**src/rmw_pkg.sv**
```systemverilog
// package: register map, field layout, reset values and timing for the rmw register bank
package rmw_pkg;
   localparam int unsigned NUM_GROUPS = 12;
   localparam int unsigned GRP_W = 8;
   localparam int unsigned GPIO_W = 16;
   localparam int unsigned AW = 8;
   // register byte offsets
   localparam logic [AW-1:0] OFS_GIF_BASE = 8'h00;   // group flags, 12 words 0x00..0x2C
   localparam logic [AW-1:0] OFS_GIE_BASE = 8'h40;   // group enables, 12 words 0x40..0x6C
   localparam logic [AW-1:0] OFS_CIF = 8'h80;   // cpu flags, read only
   localparam logic [AW-1:0] OFS_CIF_OR = 8'h84;   // or into cpu flags
   localparam logic [AW-1:0] OFS_CIF_AND = 8'h88;   // and into cpu flags
   localparam logic [AW-1:0] OFS_ACK = 8'h8C;   // interrupt taken: group index
   localparam logic [AW-1:0] OFS_GPIO_DAT = 8'h90;
   localparam logic [AW-1:0] OFS_GPIO_SET = 8'h94;
   localparam logic [AW-1:0] OFS_GPIO_CLR = 8'h98;
   localparam logic [AW-1:0] OFS_GPIO_TGL = 8'h9C;
   localparam logic [AW-1:0] OFS_TCR = 8'hA0;
   localparam logic [AW-1:0] OFS_IRQ_STAT = 8'hA4;
   localparam logic [AW-1:0] OFS_IRQ_MASK = 8'hA8;
   // timer control fields
   localparam int unsigned TCR_STOP_BIT = 4;   // mask 0x0010
   localparam int unsigned TCR_OVF_BIT = 15;
   // irq status bit positions
   localparam int unsigned IRQ_GROUP = 0;
   localparam int unsigned IRQ_TOVF = 1;
   localparam int unsigned IRQ_W = 2;
   // reset values
   localparam logic [GPIO_W-1:0] GPIO_RST = 16'h0000;
   localparam logic [31:0] UNMAPPED_DATA = 32'h0000_0000;
   // sensing lag from latch to readable level
   localparam int unsigned SENSE_LAG_NS = 30;
   localparam int unsigned CLK_PERIOD_NS = 10;
   localparam int unsigned SENSE_LAG_CYC = (SENSE_LAG_NS + CLK_PERIOD_NS - 1) / CLK_PERIOD_NS;
   localparam int unsigned SETTLE_CYC = SENSE_LAG_CYC + 2;   // two sync flops ahead of the lag
   typedef struct packed {
      logic                 read;
      logic                 write;
      logic [AW-1:0]       address;
      logic [31:0]         writedata;
   } rmw_req_t;
   typedef struct packed {
      logic [31:0] readdata;
      logic        waitrequest;
   } rmw_rsp_t;
endpackage : rmw_pkg

```
**src/rmw_pin_sense.sv**
```systemverilog
// pin sense path: two-flop synchroniser plus fixed lag stages
`timescale 1ns/1ps
`default_nettype none
module rmw_pin_sense
   import rmw_pkg::*;
(
   input  wire logic              core_clk,
   input  wire logic              rst,
   input  wire logic [GPIO_W-1:0] pinIn,
   output logic      [GPIO_W-1:0] sensed,
   output logic                   settled
);
   logic [GPIO_W-1:0] syncA;
   logic [GPIO_W-1:0] syncB;
   logic [GPIO_W-1:0] lagPipe [SENSE_LAG_CYC];

   // first stage feeds only the second stage
   always_ff @(posedge core_clk or posedge rst) begin
      if (rst) begin
         syncA <= GPIO_RST;
         syncB <= GPIO_RST;
      end else begin
         syncA <= pinIn;
         syncB <= syncA;
      end
   end

   // extra lag models the input path delay
   always_ff @(posedge core_clk or posedge rst) begin
      if (rst) begin
         for (int i = 0; i < SENSE_LAG_CYC; i++) lagPipe[i] <= GPIO_RST;
      end else begin
         lagPipe[0] <= syncB;
         for (int i = 1; i < SENSE_LAG_CYC; i++) lagPipe[i] <= lagPipe[i-1];
      end
   end

   assign sensed = lagPipe[SENSE_LAG_CYC-1];
   assign settled = (lagPipe[SENSE_LAG_CYC-1] == syncB);
endmodule : rmw_pin_sense
`default_nettype wire

```
**src/rmw_register_bank.sv**
```systemverilog
// rmw-sensitive register bank: group flags, cpu flags, gpio ports, timer control
`timescale 1ns/1ps
`default_nettype none
module rmw_register_bank
   import rmw_pkg::*;
#(
   parameter bit LATCH_READBACK = 1'b0   // older variant returns output latch
)
(
   input  wire logic                  core_clk,
   input  wire logic                  rst,
   input  wire logic [AW-1:0]         avs_address,
   input  wire logic                  avs_read,
   input  wire logic                  avs_write,
   input  wire logic [31:0]           avs_writedata,
   input  wire logic [3:0]            avs_byteenable,
   output logic      [31:0]           avs_readdata,
   output logic                       avs_waitrequest,
   input  wire logic [NUM_GROUPS*GRP_W-1:0] periphEvent,
   input  wire logic                  timerOverflow,
   output logic                       timerStop,
   output logic [NUM_GROUPS-1:0]      cpuIntReq,
   input  wire logic [GPIO_W-1:0]     gpioPinIn,
   output logic      [GPIO_W-1:0]     gpioPinOut,
   output logic      [GPIO_W-1:0]     gpioPinOe_n,
   output logic                       irq
);
   logic [GRP_W-1:0]      grpFlags   [NUM_GROUPS];
   logic [GRP_W-1:0]      grpEnables [NUM_GROUPS];
   logic [NUM_GROUPS-1:0] cpuFlags;
   logic [GPIO_W-1:0]     gpioLatch;
   logic [GPIO_W-1:0]     gpioDir;
   logic [GPIO_W-1:0]     sensed;
   logic                  tcrOvf;
   logic [IRQ_W-1:0]      irqStat;
   logic [IRQ_W-1:0]      irqMask;
   logic                  rdDone;
   logic                  gpioWrPend;
   logic [2:0]            settleCnt;
   logic [31:0]           next_readdata;
   logic [GPIO_W-1:0]     wMask;
   logic                  wrAcc;
   logic                  rdAcc;
   logic                  isGpio;
   logic                  ackHit;
   logic [3:0]            ackGrp;
   logic [GRP_W-1:0]      ackBits;

   // byte lanes to a 16-bit write mask
   function automatic logic [GPIO_W-1:0] lane_mask(input logic [3:0] be);
      lane_mask = {{8{be[1]}}, {8{be[0]}}};
   endfunction

   // group register index from an address inside a 12-word window
   function automatic logic in_group(input logic [AW-1:0] a, input logic [AW-1:0] base);
      in_group = (a >= base) && (a < base + AW'(NUM_GROUPS * 4)) && (a[1:0] == 2'b00);
   endfunction

   function automatic logic [3:0] grp_idx(input logic [AW-1:0] a, input logic [AW-1:0] base);
      logic [AW-1:0] d;
      d = a - base;
      grp_idx = d[5:2];
   endfunction

   rmw_pin_sense u_sense (
      .core_clk (core_clk),
      .rst      (rst),
      .pinIn    (gpioPinIn),
      .sensed   (sensed),
      .settled  ()
   );

   assign wMask = lane_mask(avs_byteenable);
   assign isGpio = (avs_address >= OFS_GPIO_DAT) && (avs_address <= OFS_GPIO_TGL);

   // a gpio read is held off while a gpio write is still settling; other reads are not held off, and writes are always single-cycle
   assign wrAcc = avs_write;
   assign rdAcc = avs_read && !rdDone && !(isGpio && gpioWrPend);
   assign avs_waitrequest = avs_read && !rdDone;

   // the ack write names the interrupt being taken: bits 3:0 group, bits 10:8 bit
   assign ackHit = wrAcc && (avs_address == OFS_ACK);
   assign ackGrp = avs_writedata[3:0];
   assign ackBits = GRP_W'(1) << avs_writedata[10:8];

   // group flags: event set beats both write and acknowledge clear
   always_ff @(posedge core_clk or posedge rst) begin
      if (rst) begin
         for (int g = 0; g < NUM_GROUPS; g++) grpFlags[g] <= '0;
      end else begin
         for (int g = 0; g < NUM_GROUPS; g++) begin
            logic [GRP_W-1:0] v;
            v = grpFlags[g];
            if (wrAcc && in_group(avs_address, OFS_GIF_BASE) && grp_idx(avs_address, OFS_GIF_BASE) == 4'(g)
                && avs_byteenable[0])
               v = avs_writedata[GRP_W-1:0];
            if (ackHit && ackGrp == 4'(g))
               v = v & ~ackBits;
            grpFlags[g] <= v | periphEvent[g*GRP_W +: GRP_W];
         end
      end
   end

   // group enables are plain storage
   always_ff @(posedge core_clk or posedge rst) begin
      if (rst) begin
         for (int g = 0; g < NUM_GROUPS; g++) grpEnables[g] <= '0;
      end else if (wrAcc && in_group(avs_address, OFS_GIE_BASE) && avs_byteenable[0]) begin
         grpEnables[grp_idx(avs_address, OFS_GIE_BASE)] <= avs_writedata[GRP_W-1:0];
      end
   end

   // cpu flags: a group line sets, or/and writes modify, never a plain store
   always_ff @(posedge core_clk or posedge rst) begin
      if (rst) begin
         cpuFlags <= '0;
      end else begin
         logic [NUM_GROUPS-1:0] c;
         logic [NUM_GROUPS-1:0] lines;
         c = cpuFlags;
         for (int g = 0; g < NUM_GROUPS; g++) lines[g] = |(grpFlags[g] & grpEnables[g]);
         if (wrAcc && avs_address == OFS_CIF_OR) c = c | avs_writedata[NUM_GROUPS-1:0];
         if (wrAcc && avs_address == OFS_CIF_AND) c = c & avs_writedata[NUM_GROUPS-1:0];
         cpuFlags <= c | lines;
      end
   end

   // forwarding to the core needs both flag and enable
   always_comb begin
      for (int g = 0; g < NUM_GROUPS; g++) cpuIntReq[g] = cpuFlags[g] && |(grpFlags[g] & grpEnables[g]);
   end

   // output latch: data store, or set/clear/toggle acting on written ones only
   always_ff @(posedge core_clk or posedge rst) begin
      if (rst) begin
         gpioLatch <= GPIO_RST;
      end else if (wrAcc) begin
         unique case (avs_address)
            OFS_GPIO_DAT: gpioLatch <= (gpioLatch & ~wMask) | (avs_writedata[GPIO_W-1:0] & wMask);
            OFS_GPIO_SET: gpioLatch <= gpioLatch | (avs_writedata[GPIO_W-1:0] & wMask);
            OFS_GPIO_CLR: gpioLatch <= gpioLatch & ~(avs_writedata[GPIO_W-1:0] & wMask);
            OFS_GPIO_TGL: gpioLatch <= gpioLatch ^ (avs_writedata[GPIO_W-1:0] & wMask);
            default: gpioLatch <= gpioLatch;
         endcase
      end
   end

   // all pins driven from the first edge after reset, released in reset: enable is active low
   always_ff @(posedge core_clk or posedge rst) begin
      if (rst) gpioDir <= '0;
      else gpioDir <= '1;
   end
   assign gpioPinOut = gpioLatch;
   assign gpioPinOe_n = ~gpioDir;

   // a gpio write holds gpio reads off until its level has crossed sync and lag stages;
   // a fixed count, since a pin that never follows must not stall reads for good
   always_ff @(posedge core_clk or posedge rst) begin
      if (rst) begin
         settleCnt <= '0;
      end else if (wrAcc && isGpio) begin
         settleCnt <= 3'(SETTLE_CYC);
      end else if (settleCnt != '0) begin
         settleCnt <= settleCnt - 3'h1;
      end
   end
   assign gpioWrPend = (settleCnt != '0);

   // timer control: stop bit stored, overflow flag write-one-to-clear
   always_ff @(posedge core_clk or posedge rst) begin
      if (rst) begin
         timerStop <= 1'b0;
      end else if (wrAcc && avs_address == OFS_TCR && avs_byteenable[0]) begin
         timerStop <= avs_writedata[TCR_STOP_BIT];
      end
   end

   always_ff @(posedge core_clk or posedge rst) begin
      if (rst) begin
         tcrOvf <= 1'b0;
      end else if (timerOverflow) begin
         tcrOvf <= 1'b1;
      end else if (wrAcc && avs_address == OFS_TCR && avs_byteenable[1] && avs_writedata[TCR_OVF_BIT]) begin
         tcrOvf <= 1'b0;
      end
   end

   // sticky status, cleared by reading it; new events win over the read
   always_ff @(posedge core_clk or posedge rst) begin
      if (rst) begin
         irqStat <= '0;
      end else begin
         logic [IRQ_W-1:0] ev;
         ev = '0;
         ev[IRQ_GROUP] = |cpuIntReq;
         ev[IRQ_TOVF] = timerOverflow;
         if (rdAcc && avs_address == OFS_IRQ_STAT) irqStat <= ev;
         else irqStat <= irqStat | ev;
      end
   end

   always_ff @(posedge core_clk or posedge rst) begin
      if (rst) irqMask <= '0;
      else if (wrAcc && avs_address == OFS_IRQ_MASK) irqMask <= avs_writedata[IRQ_W-1:0];
   end
   assign irq = |(irqStat & irqMask);

   // read mux; reserved and unmapped bits read zero
   always_comb begin
      next_readdata = UNMAPPED_DATA;
      if (in_group(avs_address, OFS_GIF_BASE))
         next_readdata[GRP_W-1:0] = grpFlags[grp_idx(avs_address, OFS_GIF_BASE)];
      else if (in_group(avs_address, OFS_GIE_BASE))
         next_readdata[GRP_W-1:0] = grpEnables[grp_idx(avs_address, OFS_GIE_BASE)];
      else begin
         unique case (avs_address)
            OFS_CIF: next_readdata[NUM_GROUPS-1:0] = cpuFlags;
            OFS_GPIO_DAT: next_readdata[GPIO_W-1:0] = LATCH_READBACK ? gpioLatch : sensed;
            OFS_TCR: begin
               next_readdata[TCR_STOP_BIT] = timerStop;
               next_readdata[TCR_OVF_BIT] = tcrOvf;
            end
            OFS_IRQ_STAT: next_readdata[IRQ_W-1:0] = irqStat;
            OFS_IRQ_MASK: next_readdata[IRQ_W-1:0] = irqMask;
            default: next_readdata = UNMAPPED_DATA;  // set/clear/toggle read zero
         endcase
      end
   end

   // registered read: answer one cycle after the read is taken
   always_ff @(posedge core_clk or posedge rst) begin
      if (rst) begin
         rdDone <= 1'b0;
         avs_readdata <= '0;
      end else begin
         rdDone <= rdAcc;
         if (rdAcc) avs_readdata <= next_readdata;
      end
   end
endmodule : rmw_register_bank
`default_nettype wire

```
**config.mk**
```make
export PLATFORM = sky130hd
export DESIGN_NAME = rmw_register_bank
export DESIGN_NICKNAME = d
export VERILOG_FILES = /design/src/rmw_pkg.sv /design/src/rmw_pin_sense.sv /design/src/rmw_register_bank.sv
export SDC_FILE = /design/constraint.sdc
export NUM_CORES = 1
export LEC_CHECK = 0
export ABC_CLOCK_PERIOD_IN_PS = 21100
export BUFFER_PORTS_ARGS = -buffer_cell sky130_fd_sc_hd__clkbuf_2
export CAP_MARGIN = 20
export CORE_MARGIN = 5
export CORE_UTILIZATION = 55
export DETAILED_ROUTE_END_ITERATION = 16
export PLACE_DENSITY = 0.75
export SLEW_MARGIN = 10
export SYNTH_ARGS = -nofsm -noshare
export SYNTH_HDL_FRONTEND = slang
export SYNTH_SLANG_ARGS = --single-unit
```
**constraint.sdc**
```tcl
create_clock -name core_clk -period 21.1 [get_ports core_clk]
set_clock_uncertainty 0.1 [all_clocks]
set_input_delay 1.055 -clock core_clk [delete_from_list [all_inputs] [get_ports core_clk]]
set_output_delay 1.055 -clock core_clk [all_outputs]
set_load 0.02 [all_outputs]
```
# After elaboration in Yosys (flattened, before gate mapping)
# Index checks and enable logic that the tools add are counted.
[totals]
input_bits = 161
wordCells = 282
register_bits = 343
out_inout_bits = 79
[op_classes]
muxes = 51
addsub = 2
eq_ne = 33
reduce_logical = 94
order_cmp = 9
shift = 1
bitwise = 53
[op_table]
columns = ["cell", "count"]
rows = [
  ["$mux W8", 32],
  ["$and A8 B8 Y8", 24],
  ["$bwmux W96", 1],
  ["$or A8 B8 Y8", 12],
  ["$reduce_or A8 Y1", 12],
  ["$eq A8 B8 Y1 const B", 11],
  ["$logic_and A1 B1 Y1", 70],
  ["$bmux W8 S4", 2],
  ["$pmux W16 S4", 1],
  ["$and A16 B16 Y16", 3],
  ["$not A16 Y16", 3],
  ["$demux W8 S4", 1],
  ["$eq A4 B3 Y1 const B", 8],
  ["$eq A4 B4 Y1 const B", 8],
  ["$or A16 B16 Y16", 2],
  ["$mux W12", 2],
  ["$mux W24", 1],
  ["$or A12 B12 Y12", 2],
  ["$eq A4 B2 Y1 const B", 4],
  ["$xor A16 B16 Y16", 1],
  ["$pmux W7 S2", 1],
  ["$and A12 B12 Y12", 1],
  ["$reduce_or A12 Y1", 1],
  ["$ge A5 B5 Y1 const B", 2],
  ["30 further kinds", 38],
]

# Longest topological paths before layout
# Gate-level depths: netlist (run 1).
[logic_depth]
depth_word = 10
depth_mapped = 10
mapped_depth_nobuf = 9

# Modules after synthesis
# From an unflattened synthesis (run 1), not the netlist that was laid out.
[unflattened]
cells_unflattened = 1417
hier_area_um2 = 16250.6
[by_module_without_submodules]
columns = ["mod", "n_inst", "seq_area_each_um2", "area_each_um2", "cells_each"]
rows = [
  ["rmw_register_bank", 1, 6180.9, 13947.1, 1299],
  ["rmw_pin_sense", 1, 2001.9, 2303.5, 118],
]

# Worst setup path before layout (run 1)
# Ideal clock, no wire load.
[synth_path]
path_kind = "input-to-reg"
from = "input port avs_address[6]"
to = "register grpFlags[31] in the netlist's numbering"
path_slack_ns = 17.954
setup_ns = 0.124
path_stages = 7
t_required_ns = 20.876
path_buffers = 2
arrival_time_ns = 2.922
cell_sequence = "buf_6 or4b_4 or3_4 or4_1 buf_2 nor3_2 nor3_1"
[synth_between]
elab_chain_cells = 10
word_cells_on_any_way = 14
classes_between = "order compare (2); eq/ne (1); mux (2); bitwise (2); reduce/logical (7)"
[synth_lines]
columns = ["element", "line_no", "rtl"]
rows = [
  ["start: declaration", "rmw_register_bank.sv:12", "input wire logic [AW-1:0] avs_address,"],
  ["$ge A8 B1 Y1 / $lt A8 B6 Y1 (equally long branches)", "rmw_register_bank.sv:56", "in_group = (a >= base) && (a < base + AW'(NUM_GROUPS * 4)) && (a[1:0] == 2'b00);"],
  ["$logic_and A1 B1 Y1 (2 in series)", "rmw_register_bank.sv:56", ""],
  ["$logic_and A1 B1 Y1 (2 in series)", "rmw_register_bank.sv:94", "if (wrAcc && in_group(avs_address, OFS_GIF_BASE) && grp_idx(avs_address, OFS_GIF_BASE) == 4'(g)"],
  ["$logic_and A1 B1 Y1", "rmw_register_bank.sv:95", "&& avs_byteenable[0])"],
  ["$mux W8", "rmw_register_bank.sv:94", ""],
  ["$and A8 B8 Y8", "rmw_register_bank.sv:98", "v = v & ~ackBits;"],
  ["$mux W8 *", "rmw_register_bank.sv:97", "if (ackHit && ackGrp == 4'(g))"],
  ["$or A8 B8 Y8 *", "rmw_register_bank.sv:99", "grpFlags[g] <= v | periphEvent[g*GRP_W +: GRP_W];"],
  ["end signal: indexed assignment", "rmw_register_bank.sv:99", ""],
  ["end: declaration", "rmw_register_bank.sv:28", "logic [GRP_W-1:0] grpFlags [NUM_GROUPS];"],
]
# Mark *: on every way between the ends. The rest lies on a longest branch, timed or not.
# A chain may end at the register's enable or synchronous reset.

# Worst setup path after layout (run 1)
[layout_path]
from = "input port avs_address[3]"
to = "register grpFlags[90] in the netlist's numbering"
# The elaborated chain is that of the path after synthesis.

==> results of run 1 <==
==> metrics by stage <==
step	worst slack (ns)	total power [uW]	hold WS, ns	instance area [um^2]
finish	17.55	1510	0.242	18400
CTS	17.61	1500	0.245	18300
detailed placement	17.10	837	0.235	17000
global route	17.35	1550	0.244	18400
global placement	17.13	831	0.231	17000
floorplan	10.89	772	0.231	16000
==> path summary, 6_finish.rpt <==
kind	cells after the start	to	from
worst max register to register	8	avs_readdata[0]	settleCnt[0]
worst min-delay path	0	u_sense.lagPipe[28]	u_sense.lagPipe[44]
worst max-delay path	7	grpFlags[90]	avs_address[3]
max in group asynchronous	5	grpFlags[73]	rst
worst min register to register	0	u_sense.lagPipe[28]	u_sense.lagPipe[44]
min in group asynchronous	2	u_sense.syncA[2]	rst
==> cells by family after synthesis <==
group	after synthesis
AND/OR/NAND/NOR	639
other	2
adder cells (fa/ha/maj)	18
flip-flops	327
XOR/XNOR	1
buffers and inverters	141
AO/OA/AOI/OAI	182
multiplexers	161
==> worst register-to-register path, delay by kind of cell (launching register included) <==
| kind | cells | cell delay [ns] |
|---|---|---|
| buffers and inverters | 2 | 0.80 |
| AO/OA/AOI/OAI | 2 | 0.42 |
| flip-flops | 1 | 0.37 |
| AND/OR/NAND/NOR | 3 | 0.82 |
| adder cells (fa/ha/maj) | 1 | 0.21 |
==> flip-flops by register name (all words and copies together), names as in the netlist, 2 cells and up <==
register	count
u_sense.sensed	16
gpioPinOut	16
u_sense.lagPipe	32
u_sense.syncA	16
irqStat	2
grpFlags	96
irqMask	2
settleCnt	3
avs_readdata	16
cpuFlags	12
grpEnables	96
u_sense.syncB	16
==> placed cells by master, fill, tap and decap left out, drive strengths merged, types with 8 or more instances in the layout <==
master / n
nor3: 386
dfrtp: 327
clkbuf: 252
mux2: 99
nand2: 75
nor2: 62
a22oi: 59
mux4: 42
o21ai: 29
nand3: 24
a221oi: 24
a21oi: 22
buf: 22
and2: 20
mux2i: 20
ha: 18
conb: 17
nand4: 16
nand2b: 13
o21bai: 11
inv: 11
nor2b: 10
a22o: 8
==> where the power goes <==
part           switching, uW  internal [uW]
clock network            252            422
registers               15.5            651
logic                    111           54.0
==> per-layer routing <==
layer	up-vias	wire length [um]
li1	5737	-
met3	165	6410
met1	6723	19700
met5	-	0
met2	975	23500
met4	0	2360
==> cell type report <==
type	count	area (um^2)
Tap cell	384	480
Inverter	12	52.6
Sequential cell	327	8180
Timing Repair Buffer	227	1250
Clock buffer	47	1010
Clock inverter	13	244
Multi-Input combinational cell	1018	7140
Fill cell	2215	10300
==> qor.yml, run 1 <==
pwr:
  ir_drop_v: 0.0000546
  p_per_area_nw_per_um2: 82.0
  p_leak_uw: 0.00761
global_routing:
  track_usage: 0.311
  busiest_layer: "met2"
  grt_max_degree: 97
  grt_pass1_wl_mm: 79.3
  use_met3: 0.0836
  use_met2: 0.469
  use_met1: 0.430
  first_global_vias: 13200
  overflow: 0
  antenna_found_initial: 0
floorplan:
  initial_core_util: 0.557
  top_level_ports: 240
  die_area_um2: 32500
  die_h_um: 180
  coreArea_um2: 28600
  rows: 62
  die_w_um: 180
critical_path:
  cpMaxStageDelayCell: "or4b_1"
  path_max_fanout: 61
  endpoint_kind: "flop"
  path_cells: "clkbuf_2 -> buf_4 -> nand4bb_1 -> or3_4 -> or4b_1 -> nor3_1 -> nor3_1"
  worstSetupPathType: "in -> reg"
  cp_top_family: "simple AND/OR/NAND/NOR gates"
  slowest_delay_ns: 0.72
  reg2reg_slack_ns: 18.24
  cp.required_ns: 21.40
  crit_top_cell: "nor3_1"
  path_buf_inv: 2
  crit_arrival_ns: 3.85
  start_kind: "input port"
clocking:
  cts_setup_buffers: 0
  cts_made_buffers: 35
  hold_buffers: 0
  cts_resized: 0
  cts_htree_levels: 2
  clkSinkCount: 327
  root_buffer: "clkbuf_16"
  clk_pin_slew_worst_paths_ns: 0.06
  clock_path_buffers: 3
  insertion_delay_ns: 0.52
  tritoncts: "done"
place:
  place_hpwl_mm: 35.8
  place.gp.congestion: 0.990
  dpl.cell_count: 1963
  io_buffer_count: 205
routing:
  routed_via_density: 6.71
  drc: 0
  drt-total-wl_mm: 52.0
  antenna_left: 0
  drt_iter0_drc: 1532
  wl_per_cell_um: 25.7
  drtPass1Iterations: 5
  vias: 13600
synth:
  synth.area.mux_share: 0.142
  yosys.area_share.simple: 0.204
  synth_area_per_cell_um2: 10.8
  synth_top_family_by_area: "simple AND/OR/NAND/NOR gates"
  synthAdderAreaFrac: 0.0141
  synth-compound-area-share: 0.0830
  synth_top_area_frac: 0.513
  synthTopCellsByArea: "dfrtp_1 (51%), nor3_1 (12%), mux2_2 (6.7%), mux4_2 (5.9%), a22oi_1 (2.8%)"
  seq_area_frac_synth: 0.513
  synth-edff-count: 0
  synth_area_leader_cell: "dfrtp_1"
  ys_warn_count: 0
  ys_types: 61
  ys_ff_latch: 327
  ys_dominant_reg_cell: "dfrtp_1"
  synthTopCellsByCount: "nor3_1 (382), dfrtp_1 (327), mux2_2 (95), clkbuf_1 (79), nand2_1 (75)"
  synth_xor_area_frac: 0.000550
  async_reset_ff_frac: 1.00
  synth_area_um2: 15900
  post_synth_inst_count: 1471
  yosysMostFrequentCell: "nor3_1"
sta:
  hold_viol: 0
  maxSlewViolCount: 0
  setup_viol: 0
  min_period_over_period: 0.168
  tightest_slew_ns: 1.14
  relSlewSlack: 0.240
  fin_setup_tns_ns: 0
  max_freq_mhz: 282
  rsz0062_at_grt: "no"
  timing.final.crit_period_ns: 3.55
finish:
  fin_cells: 2028
  drive_above_1_share: 0.272
  nNetsFinal: 1800
  area.growth.synth_to_final_pct: 15.3
  post-route-util: 0.642
  antennaDiodeCount: 0
status:
  status: "completed"
job:
  drv_cap: 0
hold_path:
  min_path_type: "reg -> reg"
(Power assumes the default switching activity.)
==> inputs of run 2 (changes only) <==
--- a/config.mk
+++ b/config.mk
@@ -5,7 +5,8 @@
 export SDC_FILE = /design/constraint.sdc
 export NUM_CORES = 1
 export LEC_CHECK = 0
-export ABC_CLOCK_PERIOD_IN_PS = 21100
+export ABC_AREA = 1
+export ABC_CLOCK_PERIOD_IN_PS = 3300
 export BUFFER_PORTS_ARGS = -buffer_cell sky130_fd_sc_hd__clkbuf_2
 export CAP_MARGIN = 20
 export CORE_MARGIN = 5
==> constraint.sdc (replaced) <==
create_clock -name core_clk -period 3.3 [get_ports core_clk]
set_clock_uncertainty 0.1 [all_clocks]
set_input_delay 0.165 -clock core_clk [delete_from_list [all_inputs] [get_ports core_clk]]
set_output_delay 0.165 -clock core_clk [all_outputs]
set_load 0.02 [all_outputs]
==> qor.yml, run 2 <==
floorplan:
  top_level_ports: 240
  die_area_um2: 33900
  rows: 63
  die_h_um: 184
  initial_core_util: 0.560
  die_w_um: 184
  coreArea_um2: 29800
critical_path:
  crit_arrival_ns: 2.53
  path_max_fanout: 12
  cp.required_ns: 3.60
  timing.rr.start: "settleCnt[0]"
  worstSetupPathType: "in -> reg"
  reg2reg_slack_ns: 1.43
  critPathCapture: "grpFlags[18]"
  cpMaxStageDelayCell: "nand3_1"
  path_cells: "dlygate4sd3_1 -> clkbuf_2 -> inv_1 -> nand3_1 -> o21ai_0 -> nand2_1"
  endpoint_kind: "flop"
  path_buf_inv: 3
  slowest_delay_ns: 0.83
  start_kind: "input port"
  timing.rr.end: "avs_readdata[3]"
  path_depth: 6
  cp_top_family: "buffers and inverters"
  reg2reg_depth: 8
  crit_start: "avs_writedata[8]"
synth:
  synth_area_leader_cell: "dfrtp_1"
  ys_dominant_reg_cell: "dfrtp_1"
  synthTopCellsByCount: "nand2_1 (1031), dfrtp_1 (327), o21ai_0 (299), inv_1 (158), nor2_1 (99)"
  synth_area_um2: 16700
  synth_area_per_cell_um2: 7.35
  ys_ff_latch: 327
  async_reset_ff_frac: 1.00
  synth_top_area_frac: 0.490
  ys_warn_count: 0
  ys_types: 32
  post_synth_inst_count: 2269
  yosysMostFrequentCell: "nand2_1"
  synth-edff-count: 0
  synthTopCellsByArea: "dfrtp_1 (49%), nand2_1 (23%), o21ai_0 (9.0%), inv_1 (3.6%), nand3_1 (2.4%)"
  seq_area_frac_synth: 0.490
sta:
  rsz0062_at_grt: "no"
  tightest_slew_ns: 1.13
  hold_viol: 0
  whs_ns: 0.0326
  max_freq_mhz: 450
  maxSlewViolCount: 0
  timing.final.crit_period_ns: 2.22
  setup_viol: 0
  relSlewSlack: 0.245
  fin_ws_ns: 1.08
  min_period_over_period: 0.674
routing:
  wl_per_cell_um: 19.1
  drc: 0
  drt_iter0_drc: 1882
  drtPass1Iterations: 6
  routed_via_density: 5.52
  drt-total-wl_mm: 56.7
  vias: 16400
  antenna_left: 0
finish:
  area.growth.synth_to_final_pct: 21.5
  post-route-util: 0.680
  final_common_cell: "nand2_1"
  final_cell_mix: "nand2_1 (1031), dfrtp_1 (327), o21ai_0 (299), clkbuf_2 (205), inv_1 (157)"
  top_regs: "grpEnables: 96 flops, grpFlags: 96 flops, u_sense.lagPipe: 32 flops"
  antennaDiodeCount: 0
  drive_above_1_share: 0.125
  nNetsFinal: 2735
clocking:
  clock_path_buffers: 3
  tritoncts: "done"
  clk_pin_slew_worst_paths_ns: 0.06
  cts_htree_levels: 2
  insertion_delay_ns: 0.53
  cts_made_buffers: 36
  root_buffer: "clkbuf_16"
  cts_resized: 0
  clkSinkCount: 327
hold_path:
  min_path_type: "in -> reg"
  hold_path_depth: 3
global_routing:
  first_global_vias: 15800
  grt_pass1_wl_mm: 87.2
  antenna_found_initial: 0
  grt_max_degree: 71
  track_usage: 0.329
  overflow: 0
place:
  dp_slack_ns: 0.897
  place.gp.congestion: 0.967
  io_buffer_count: 205
  place_hpwl_mm: 37.6
pwr:
  p_per_area_nw_per_um2: 466
  p_leak_uw: 0.0107
  ir_drop_v: 0.000350
status:
  status: "completed"
job:
  drv_cap: 0
[run 2: worst min path at each step]
stage                       from                 to  slack [ns]
4_1_cts        avs_byteenable[0]          timerStop        0.02
2_1_floorplan       gpioPinIn[0]   u_sense.syncA[0]         0.1
3_3_place_gp       gpioPinIn[14]  u_sense.syncA[14]        0.17
5_1_grt        avs_byteenable[0]          timerStop        0.06
3_5_place_dp       gpioPinIn[14]  u_sense.syncA[14]        0.17
6_report       avs_byteenable[0]          timerStop        0.03
[run 2: cell families (layout without fill, tap and decap cells)]
group / Yosys count / in the layout / synth area share
flops: 327 / 327 / 0.490
other cells: 2 / 17 / 0.000450
simple gates: 1248 / 1248 / 0.299
compound gates: 379 / 379 / 0.117
fa+ha+maj: 18 / 18 / 0.0135
buf+inv: 295 / 589 / 0.0800
[run 2: stage by stage]
stage	TNS, ns	area, um^2	total power, uW	std cells
after floorplan	-434.81	16700	4950	2284
after global routing	0	20300	9770	2968
after detailed placement	0	17800	5360	2776
after CTS	0	20300	9460	2968
after global placement	0	17800	5330	2776
final	0	20300	9450	2968
[run 2: layer usage]
layer | part of all wire | vias to the layer above | track usage
li1 | - | 7647 | -
met1 | 0.40 | 7631 | 0.451
met2 | 0.45 | 947 | 0.524
met3 | 0.11 | 165 | 0.0712
met4 | 0.042 | 0 | 0.113
met5 | 0 | - | 0
[run 2: timing repair]
item	in CTS	in global routing
setup buffers	0	0
hold buffers	132	0
hold endpoints to repair	164	0
[run 2: worst min-delay path, cell delays in order]
cell and delay, ns:
clkbuf_2 0.18, nand2_1 0.15, o21ai_0 0.10
[run 2: area by class of cell]
cell class,instances,area (um^2)
fill,2467,9520
sequential,327,8180
multi-input combinational,1662,7220
timing repair buffer,364,2600
clock buffer,50,993
inverter,165,626
tap,390,488
clock inverter,10,158
[run 2: report_power, final]
group / internal (uW) / total [uW] / switching, uW / leakage [uW]
Sequential: 4140 / 4220 / 77.4 / 0.00378
Clock: 2350 / 4000 / 1650 / 0.000560
Combinational: 408 / 1230 / 820 / 0.00636
==> inputs of run 3 (changes only) <==
--- a/config.mk
+++ b/config.mk
@@ -5,12 +5,12 @@
 export SDC_FILE = /design/constraint.sdc
 export NUM_CORES = 1
 export LEC_CHECK = 0
-export ABC_AREA = 1
-export ABC_CLOCK_PERIOD_IN_PS = 3300
+export ABC_AREA = 0
+export ABC_CLOCK_PERIOD_IN_PS = 1800
 export BUFFER_PORTS_ARGS = -buffer_cell sky130_fd_sc_hd__clkbuf_2
 export CAP_MARGIN = 20
 export CORE_MARGIN = 5
-export CORE_UTILIZATION = 55
+export CORE_UTILIZATION = 52
 export DETAILED_ROUTE_END_ITERATION = 16
 export PLACE_DENSITY = 0.75
 export SLEW_MARGIN = 10
==> constraint.sdc (replaced) <==
create_clock -name core_clk -period 1.8 [get_ports core_clk]
set_clock_uncertainty 0.1 [all_clocks]
set_input_delay 0.09 -clock core_clk [delete_from_list [all_inputs] [get_ports core_clk]]
set_output_delay 0.09 -clock core_clk [all_outputs]
set_load 0.02 [all_outputs]
==> qor.yml, run 3 (same netlist as run 1, synthesis figures left out) <==
sta:
  tightest_slew_ns: 0.663
  fin_ws_ns: -0.288
  timing.final.crit_period_ns: 2.09
  max_freq_mhz: 479
  min_period_over_period: 1.16
  whs_ns: 0.0224
  fin_setup_tns_ns: -3.51
  relSlewSlack: 0.557
  maxSlewViolCount: 0
  rsz0062_at_grt: "yes"
  hold_viol: 0
  setup_viol: 24
clocking:
  cts_made_buffers: 36
  insertion_delay_ns: 0.52
  cts_htree_levels: 2
  tritoncts: "done"
  clk_pin_slew_worst_paths_ns: 0.06
  root_buffer: "clkbuf_16"
  clkSinkCount: 327
  clock_path_buffers: 3
critical_path:
  endpoint_kind: "output port"
  worstSetupPathType: "reg -> out"
  start_kind: "flop"
  cp.required_ns: 1.61
  crit_arrival_ns: 1.90
  path_max_fanout: 2
global_routing:
  antenna_found_initial: 1
  first_global_vias: 16600
  overflow: 0
  track_usage: 0.373
  grt_pass1_wl_mm: 97.5
  grt_max_degree: 109
floorplan:
  top_level_ports: 240
  coreArea_um2: 30400
  initial_core_util: 0.524
  rows: 64
  die_w_um: 185
  die_h_um: 185
  die_area_um2: 34200
routing:
  vias: 16200
  drtPass1Iterations: 5
  drt-total-wl_mm: 66.1
  wl_per_cell_um: 26.8
  antenna_left: 0
  routed_via_density: 6.56
  drc: 0
  drt_iter0_drc: 1964
finish:
  final_common_cell: "dfrtp_1"
  top_regs: "grpEnables: 96 flops, grpFlags: 96 flops, u_sense.lagPipe: 32 flops"
  area.growth.synth_to_final_pct: 48.4
  fill_cells: 1751
  drive_above_1_share: 0.445
  fin_area_um2: 23600
  final_cell_mix: "dfrtp_1 (323), nor3_1 (319), buf_4 (270), clkbuf_2 (191), dlygate4sd3_1 (122)"
  nNetsFinal: 2225
place:
  dp_slack_ns: -0.578
  io_buffer_count: 205
  placed_cell_area_um2: 20200
  place_hpwl_mm: 43.8
  place.gp.congestion: 0.997
job:
  drv_cap: 0
status:
  violations: "negative setup slack"
  status: "finished, violations left"
pwr:
  ir_drop_v: 0.000743
  p_leak_uw: 0.00992
  p_per_area_nw_per_um2: 798
hold_path:
  min_path_type: "in -> reg"
## run 3: worst max-delay path: stages (launching register included)
cell and delay, ns:
dfrtp_1 0.46, a22oi_2 0.20, nand4_1 0.14, buf_6 0.17, buf_6 0.11, and2_4 0.15, clkbuf_8 0.14
## run 3: final timing paths
check                                      start             endpoint  slack, ns  cells past startpoint
worst max-delay path                 grpFlags[5]        cpuIntReq[11]      -0.29                      6
worst min-delay path              avs_address[1]      avs_readdata[4]       0.02                      4
worst max register to register      grpFlags[91]           irqStat[0]      -0.27                      5
worst min register to register  u_sense.syncB[2]  u_sense.lagPipe[34]       0.25                      0
max in group asynchronous                    rst         grpFlags[30]       0.75                      4
min in group asynchronous                    rst  u_sense.lagPipe[39]       0.17                      4
## run 3: stage by stage
| stage | power [uW] | util | instances |
|---|---|---|---|
| 6_report | 18900 | 0.777 | 2470 |
| 3_3_place_gp | 10200 | 0.662 | 2246 |
| 5_1_grt | 19400 | 0.777 | 2468 |
| 3_5_place_dp | 10300 | 0.662 | 2246 |
| 4_1_cts | 18700 | 0.765 | 2459 |
| 2_1_floorplan | 9120 | - | 1486 |
## run 3: layout make-up
| cell class | count | area [um^2] | area share |
|---|---|---|---|
| clock buffer | 51 | 1100 | 0.0465 |
| tap | 396 | 495 | 0.0210 |
| clock inverter | 13 | 210 | 0.00889 |
| sequential | 327 | 8190 | 0.346 |
| multi-input combinational | 1018 | 8360 | 0.354 |
| antenna | 2 | 5.00 | 0.000212 |
| inverter | 12 | 50.0 | 0.00212 |
| timing repair buffer | 651 | 5240 | 0.221 |
## run 3: routing by layer
layer | share of wire | up-vias | global-route usage
li1 | - | 6590 | -
met1 | 0.35 | 7880 | 0.479
met2 | 0.45 | 1358 | 0.567
met3 | 0.13 | 371 | 0.102
met4 | 0.075 | 0 | 0.224
met5 | 0 | - | 0
## run 3: power by group
group          switching, uW  leakage (uW)  total, uW  internal [uW]
clock                   3100      0.000641       8090           4990
sequential               208       0.00377       7830           7630
combinational           1620       0.00551       2950           1330
total                   4940       0.00992      18900          13900
## run 3: repair_timing
action                                  in CTS  in global routing
resized for setup                          102                 79
hold buffers                               122                  0
pin swaps                                   47                 33
endpoints found under the setup margin      22                 43
setup buffers                               31                 11
hold endpoints to repair                   449                  0
